===== src/rtl/psab_pkg.sv =====
// psab_pkg: constants and carriers for the async page-mode pseudo-static ram bus
// assumes one 100 MHz clock; pins arrive unsynchronised from the host
package psab_pkg;

	// ---------------------------------------------------------------
	// geometry
	// ---------------------------------------------------------------
	localparam int ADDR_W  = 21;
	localparam int DATA_W  = 16;
	localparam int BYTE_W  = 8;
	localparam int PAGE_W  = 2;
	localparam int MEM_W   = 4;                 // storage depth kept small in flip-flops
	localparam int MEM_D   = 16;

	// ---------------------------------------------------------------
	// mode register fields
	// ---------------------------------------------------------------
	localparam int MS_LO   = 14;
	localparam int MS_HI   = 15;
	localparam int MODE_W  = 18;
	localparam logic [1:0]        MS_ASYNC  = 2'h0;
	localparam logic [MODE_W-1:0] MODE_RST  = 18'h00000;

	// ---------------------------------------------------------------
	// power-up timing
	// ---------------------------------------------------------------
	localparam int CLK_MHZ    = 100;
	localparam int PWRUP_US   = 200;
	localparam int PWRUP_CYC  = PWRUP_US * CLK_MHZ;
	localparam int PWR_CNT_W  = 15;

	// ---------------------------------------------------------------
	// carriers
	// ---------------------------------------------------------------
	typedef struct packed {
		logic chip_select_n;
		logic output_enable_n;
		logic write_enable_n;
		logic lower_byte_enable_n;
		logic upper_byte_enable_n;
		logic address_valid_n;
	} psab_ctl_t;

	typedef enum logic [1:0] {
		PSAB_POWER_UP = 2'b00,
		PSAB_SETTLE   = 2'b01,
		PSAB_READY    = 2'b10
	} psab_pwr_t;

endpackage : psab_pkg


===== src/rtl/psab_sync.sv =====
// psab_sync: two-flop synchroniser for a bundle of pin levels
// assumes the input is asynchronous to clock
`timescale 1ns/1ps
module psab_sync #(
	parameter int W = 1
) (
	input  wire logic         clock,
	input  wire logic         rst,
	input  wire logic [W-1:0] d,
	output logic      [W-1:0] q
);
	logic [W-1:0] meta_reg;

	// first stage is read only by the second
	always_ff @(posedge clock)
	begin
		if (rst)
		begin
			meta_reg <= '1;
			q        <= '1;
		end
		else
		begin
			meta_reg <= d;
			q        <= meta_reg;
		end
	end
endmodule : psab_sync


===== src/rtl/psab_bus.sv =====
// psab_bus: device-side pin behaviour of the pseudo-static ram in async mode
// assumes the host drives every control pin to a valid level at all times
`timescale 1ns/1ps
module psab_bus
	import psab_pkg::*;
(
	input  wire logic                clock,
	input  wire logic                rst,
	input  wire psab_ctl_t           ctl_pins,
	input  wire logic [ADDR_W-1:0]   address,
	input  wire logic [DATA_W-1:0]   data_in,
	input  wire logic                link_clock_pin,
	output logic      [DATA_W-1:0]   data_out,
	output logic      [1:0]          data_oe,
	output logic                     wait_out,
	output logic                     wait_oe,
	output logic                     standby,
	output logic                     async_mode,
	output logic                     power_ready
);
	localparam int SW = $bits(psab_ctl_t) + ADDR_W + DATA_W;

	// ---------------------------------------------------------------
	// pin synchronisation
	// ---------------------------------------------------------------
	logic [SW-1:0]       sync_q;
	psab_ctl_t           ctl;
	logic [ADDR_W-1:0]   addr;
	logic [DATA_W-1:0]   din;

	psab_sync #(.W(SW)) u_sync (
		.clock (clock),
		.rst   (rst),
		.d     ({ctl_pins, address, data_in}),
		.q     (sync_q)
	);

	assign ctl  = psab_ctl_t'(sync_q[SW-1 -: $bits(psab_ctl_t)]);
	assign addr = sync_q[DATA_W +: ADDR_W];
	assign din  = sync_q[DATA_W-1:0];

	// clock pin is never looked at; it only exists as a pin
	logic unused_clk;
	assign unused_clk = link_clock_pin;

	// ---------------------------------------------------------------
	// decode
	// ---------------------------------------------------------------
	logic sel, rd, wr, mrs_hit;
	logic [1:0] lane_en;

	assign sel     = !ctl.chip_select_n;
	assign lane_en = {!ctl.upper_byte_enable_n, !ctl.lower_byte_enable_n};
	// address valid low turns a both-lane write into a mode write; reads and byte writes ignore it
	assign mrs_hit = sel && !ctl.address_valid_n && !ctl.write_enable_n
		&& ctl.output_enable_n && (lane_en == 2'h3);
	assign rd      = sel && !ctl.output_enable_n && ctl.write_enable_n;
	assign wr      = sel && ctl.output_enable_n && !ctl.write_enable_n && !mrs_hit;

	// ---------------------------------------------------------------
	// mode register
	// ---------------------------------------------------------------
	logic [MODE_W-1:0] mode_reg;
	logic              mrs_d_reg;

	// captured once per low-going strobe so a held strobe writes once
	always_ff @(posedge clock)
	begin
		if (rst)
		begin
			mode_reg  <= MODE_RST;
			mrs_d_reg <= 1'b0;
		end
		else
		begin
			mrs_d_reg <= mrs_hit;
			if (mrs_hit && !mrs_d_reg)
				mode_reg <= addr[MODE_W-1:0];
		end
	end

	logic is_async;
	assign is_async = (mode_reg[MS_HI:MS_LO] == MS_ASYNC);

	// ---------------------------------------------------------------
	// power-up tracking
	// ---------------------------------------------------------------
	psab_pwr_t             pwr_reg;
	logic [PWR_CNT_W-1:0]  pwr_cnt_reg;

	// counts select-high time; a low select restarts the wait
	always_ff @(posedge clock)
	begin
		if (rst)
		begin
			pwr_reg     <= PSAB_POWER_UP;
			pwr_cnt_reg <= '0;
		end
		else
		begin
			case (pwr_reg)
				PSAB_POWER_UP:
				begin
					if (sel)
						pwr_cnt_reg <= '0;
					else if (pwr_cnt_reg == PWR_CNT_W'(PWRUP_CYC - 1))
						pwr_reg <= PSAB_SETTLE;
					else
						pwr_cnt_reg <= pwr_cnt_reg + 1'b1;
				end
				PSAB_SETTLE:
				begin
					if (sel)
						pwr_reg <= PSAB_READY;
				end
				PSAB_READY: pwr_reg <= PSAB_READY;
				default:    pwr_reg <= PSAB_POWER_UP;
			endcase
		end
	end

	// ---------------------------------------------------------------
	// storage
	// ---------------------------------------------------------------
	logic [DATA_W-1:0] mem_reg [MEM_D];
	logic [MEM_W-1:0]  widx;

	// word index uses the four lowest bits, so page words differ by the two lowest
	assign widx = addr[MEM_W-1:0];

	always_ff @(posedge clock)
	begin
		// cleared at reset so a read before any write shows known zeros, not unknowns
		if (rst)
		begin
			for (int i = 0; i < MEM_D; i++)
				mem_reg[i] <= '0;
		end
		else if (wr && is_async)
		begin
			if (lane_en[0])
				mem_reg[widx][BYTE_W-1:0] <= din[BYTE_W-1:0];
			if (lane_en[1])
				mem_reg[widx][DATA_W-1:BYTE_W] <= din[DATA_W-1:BYTE_W];
		end
	end

	// ---------------------------------------------------------------
	// read path and lane drive
	// ---------------------------------------------------------------
	// data follows the address each clock, so low-bit page steps need no new strobe
	always_ff @(posedge clock)
	begin
		if (rst)
			data_out <= '0;
		else
			data_out <= mem_reg[widx];
	end

	always_ff @(posedge clock)
	begin
		if (rst)
			data_oe <= 2'h0;
		else if (rd && is_async)
			data_oe <= lane_en;
		else
			data_oe <= 2'h0;
	end

	// wait never driven in this mode
	always_ff @(posedge clock)
	begin
		if (rst)
		begin
			wait_out <= 1'b0;
			wait_oe  <= 1'b0;
		end
		else
		begin
			wait_out <= 1'b0;
			wait_oe  <= 1'b0;
		end
	end

	always_ff @(posedge clock)
	begin
		if (rst)
		begin
			standby     <= 1'b1;
			async_mode  <= 1'b1;
			power_ready <= 1'b0;
		end
		else
		begin
			standby     <= !sel;
			async_mode  <= is_async;
			power_ready <= (pwr_reg == PSAB_READY);
		end
	end

	// ---------------------------------------------------------------
	// checks
	// ---------------------------------------------------------------
	deselect_float_a: assert property (@(posedge clock) disable iff (rst)
		!sel |=> data_oe == 2'h0) else $error("lanes driven while deselected");
	idle_float_a: assert property (@(posedge clock) disable iff (rst)
		(sel && (lane_en == 2'h0)) |=> data_oe == 2'h0) else $error("lanes driven, no byte enable");
	read_lanes_a: assert property (@(posedge clock) disable iff (rst)
		(rd && is_async) |=> data_oe == $past(lane_en)) else $error("read lanes wrong");
	write_store_a: assert property (@(posedge clock) disable iff (rst)
		(wr && is_async && lane_en[0]) |=> mem_reg[$past(widx)][7:0] == $past(din[7:0]))
		else $error("lower byte not stored");
	wait_float_a: assert property (@(posedge clock) disable iff (rst)
		!wait_oe) else $error("wait driven");
	mode_write_a: assert property (@(posedge clock) disable iff (rst)
		(mrs_hit && !mrs_d_reg) |=> mode_reg == $past(addr[MODE_W-1:0]))
		else $error("mode register not written");
	async_flag_a: assert property (@(posedge clock) disable iff (rst)
		##1 async_mode == $past(mode_reg[MS_HI:MS_LO] == MS_ASYNC)) else $error("mode flag wrong");
	page_read_a: assert property (@(posedge clock) disable iff (rst)
		1'b1 |=> data_out == $past(mem_reg[widx])) else $error("page data wrong");
	default_mode_a: assert property (@(posedge clock)
		rst |=> async_mode && mode_reg == MODE_RST) else $error("reset mode not async");
	ready_order_a: assert property (@(posedge clock) disable iff (rst)
		(pwr_reg == PSAB_POWER_UP) |=> pwr_reg != PSAB_READY) else $error("ready skipped settle");

endmodule : psab_bus


===== config.mk =====
export PLATFORM = sky130hd
export DESIGN_NAME = psab_bus
export DESIGN_NICKNAME = d
export VERILOG_FILES = /design/src/rtl/psab_pkg.sv /design/src/rtl/psab_sync.sv /design/src/rtl/psab_bus.sv
export SDC_FILE = /design/constraint.sdc
export NUM_CORES = 1
export LEC_CHECK = 0
export ABC_AREA = 1
export BUFFER_PORTS_ARGS = -buffer_cell sky130_fd_sc_hd__buf_2
export CAP_MARGIN = 10
export CORE_MARGIN = 2
export CORE_UTILIZATION = 64
export CTS_BUF_LIST = sky130_fd_sc_hd__clkbuf_4 sky130_fd_sc_hd__clkbuf_8
export DETAILED_ROUTE_END_ITERATION = 8
export GPL_TIMING_DRIVEN = 0
export PLACE_DENSITY = 0.87
export SYNTH_ARGS = -nofsm -noshare
export SYNTH_HDL_FRONTEND = slang
export SYNTH_SLANG_ARGS = --single-unit

===== constraint.sdc =====
create_clock -name clock -period 2.8 [get_ports clock]
set_clock_uncertainty 0.1 [all_clocks]
set_input_delay 0.42 -clock clock [delete_from_list [all_inputs] [get_ports clock]]
set_output_delay 0.42 -clock clock [all_outputs]
set_load 0.005 [all_outputs]

==> results.md <==
- Yosys reg bits: 353
- H-tree depth: 2
- Final ANT Viol Nets: 0
- First-pass detailed-route iteration total: 6
- CP Max Fanout: 10
- CTS Sinks: 353
- Max reg flops: 256
- Setup TNS: -293 ps
- Boundary Pins: 69
- P&R area growth vs syn: 14.0%
- Row Count: 56
- Violated checks: setup timing
- Slew HR: 36.0%
- Total CTS buffers: 53
- Top post-synthesis cells by count: nand2_1 (405), nor2_1 (305), edfxtp_1 (256)
- Placed cell area: 15800 um^2
- WP data arrival: 2990 ps
- Crit path launch type: flop
- Final setup fails: 13
- Critical path class: reg -> reg
- Die area: 24900 um^2
- Leak: 7.19 nW
- Most frequent cell after synthesis: nand2_1
- Residual DRC: 0
- Clock power share: 41.4%
- Fill cells: 1438
- Worst path most repeated cell: nand2_1
- Pin count of the biggest net entering global routing: 14
- # Max-Cap Violations: 0
- Vias in the first global route: 11.8k
- Initial Utilization: 64.9%
- DR WL/cell: 20.6 um
- Gr ovfl total: 0
- Crit path cell chain: clkbuf_1 > nand2_1 > nor2_1 > nand3_4 > nand2_1
- Place WS: 178 ps
- Dpl cells: 1887
- Routed vias/inst: 5.89
- Sw Pwr: 2.63 mW
- Starting DRT DRC Count: 1756
- Seq/Total Area, Yosys: 63.6%
- Share of post-route cells with drive strength above 1: 17.5%
- Slew Viols, Final: 0
- Mapped Area: 15100 um^2
- Logic pwr share: 6.3%
- First-pass GRT wire length: 63.8 mm
- RePlAce Congestion: 0.967
- Synthesized area per cell: 9.98 um^2
- I/O Buffers: 50
- Post-Route WL: 41.5 mm
- Antenna diodes: 0
- GRT Util Overall: 34.5%
- Initial antenna violation count: 0
- Hold WC Path Type: in -> reg
- Slew of the pin with the lowest slew margin: 960 ps
- Pwr per Cell Area: 651 nW/um^2
- Nets@finish: 1701
- Most used DFF post-synth: edfxtp_1
- CP required: 2950 ps
- Hold Vio Cnt, Final: 0
- Dominant cell type by area after synthesis: edfxtp_1
- Largest cells by area after synthesis: edfxtp_1 (51%), dfxtp_1 (13%), nand2_1 (10%)
- Worst-case vdd ir drop: 0.532 mV
- Clk root buf: clkbuf_8
- Synth Warn #: 0
- Die Wd: 158 um
- Slowest-stage cell, CP: clkbuf_1
- Final Worst Setup Slack: -36.9 ps
- Max Fclk: 0.352 GHz
- Max Buffers Root-to-Sink: 3
- Clock-pin slew on the worst setup and hold paths: 70 ps
- Post-synth cell types: 31
- CTS tree: done
- Top-area cell type share of the netlist area: 50.8%
- Ys async rst share: 0%
- Endpoint class of the critical path: flop
- Via Count: 11.9k
- Minimum clock period: 2840 ps
- Finished Cell Area: 17300 um^2
- Worst path max stage delay: 580 ps
- Post-synthesis cell count: 1517
- Pint: 8.61 mW
- Net Sw Frac: 23.4%
- Outcome: finished with violations
- Crit share post-route: 101%
- Reg power frac: 52.2%
- RSZ-0062 raised after global routing: false
- Die Ht: 158 um
- Post-synth EDFFs: 256
- Core footprint: 23300 um^2
- Final Non-Filler Cells: 2014
- Worst-Skew Late Latency: 600 ps
- DP HPWL: 27.3 mm
[cells in the final DEF, fill, tap and decap left out, drive strengths merged]
master       count
nand4           67
a21oi            9
nand3          112
o21ai            5
edfxtp         256
clkinvlp         2
clkinv          18
nor3             3
nor4             1
or2             58
dlygate4sd3     28
nand2          405
bufinv           5
clkbuf         139
conb             2
nor3b            1
o21a             1
dfxtp           97
ha               4
inv             63
buf             64
nor2           353
xor2             1
or4              1
[stage by stage]
step / hold slack, ps / utilization (%) / power [mW]
2_1_floorplan: 289 / - / 6.36
3_3_place_gp: 291 / 67.7 / 6.58
3_5_place_dp: 293 / 67.7 / 6.61
4_1_cts: 150 / 73.9 / 11.1
5_1_grt: 161 / 73.9 / 11.5
6_report: 160 / 73.9 / 11.2
[critical path: cells and delay by family (launching register included)]
family	cells	cell delay [ps]
buffers and inverters	1	580
AND/OR/NAND/NOR	4	1320
flip-flops	1	490
[metal layers]
metal | vias to the layer above | GRT usage (%) | routed length, um
li1 | 5283 | - | -
met1 | 5406 | 42.7 | 13900
met2 | 984 | 56.4 | 19700
met3 | 187 | 10.2 | 6060
met4 | 0 | 15.3 | 1960
met5 | - | 0 | 0
[layout make-up]
class / instances / area [um^2] / area share [%]
tap: 319 / 399 / 2.31
sequential: 353 / 9630 / 55.8
clock inverter: 24 / 241 / 1.40
multi-input combinational: 1023 / 4910 / 28.5
timing repair buffer: 78 / 531 / 3.08
clock buffer: 75 / 932 / 5.40
inverter: 64 / 245 / 1.42
buffer: 78 / 364 / 2.11
[worst paths after layout]
check	start	to	slack, ps	depth (start not counted)
worst max-delay path	u_sync.q[17]	mem_reg[14][11]	-40	5
worst min-delay path	rst	standby	160	3
worst max register to register	u_sync.q[17]	mem_reg[14][11]	-40	5
worst min register to register	u_sync.meta_reg[2]	u_sync.q[2]	300	1
[power groups by stage]
| stage | Clock [mW] | Sequential, mW | Combinational (mW) |
|---|---|---|---|
| floorplan | 0 | 5.95 | 0.406 |
| global placement | 0 | 5.96 | 0.614 |
| detailed placement | 0 | 5.97 | 0.640 |
| CTS | 4.60 | 5.86 | 0.676 |
| global route | 4.84 | 5.88 | 0.756 |
| finish | 4.66 | 5.87 | 0.711 |
[cells by family (layout without fill, tap and decap cells)]
logic type,count (synthesis),count (layout),share of synthesized area [%]
adder cells (fa/ha/maj),4,4,0.331
AND/OR/NAND/NOR,1001,1001,31.4
AO/OA/AOI/OAI,15,15,0.512
flip-flops,353,353,63.6
XOR/XNOR,1,1,0.0579
other,1,2,0.0248
buffers and inverters,142,319,4.02
[what timing repair did]
item | in CTS | in global routing
setup endpoints to repair | 0 | 40
buffers inserted | 0 | 0
hold buffers | 28 | 0
resized for setup | 0 | 4
endpoints found under the hold margin | 28 | 0
(Power assumes the default switching activity.)
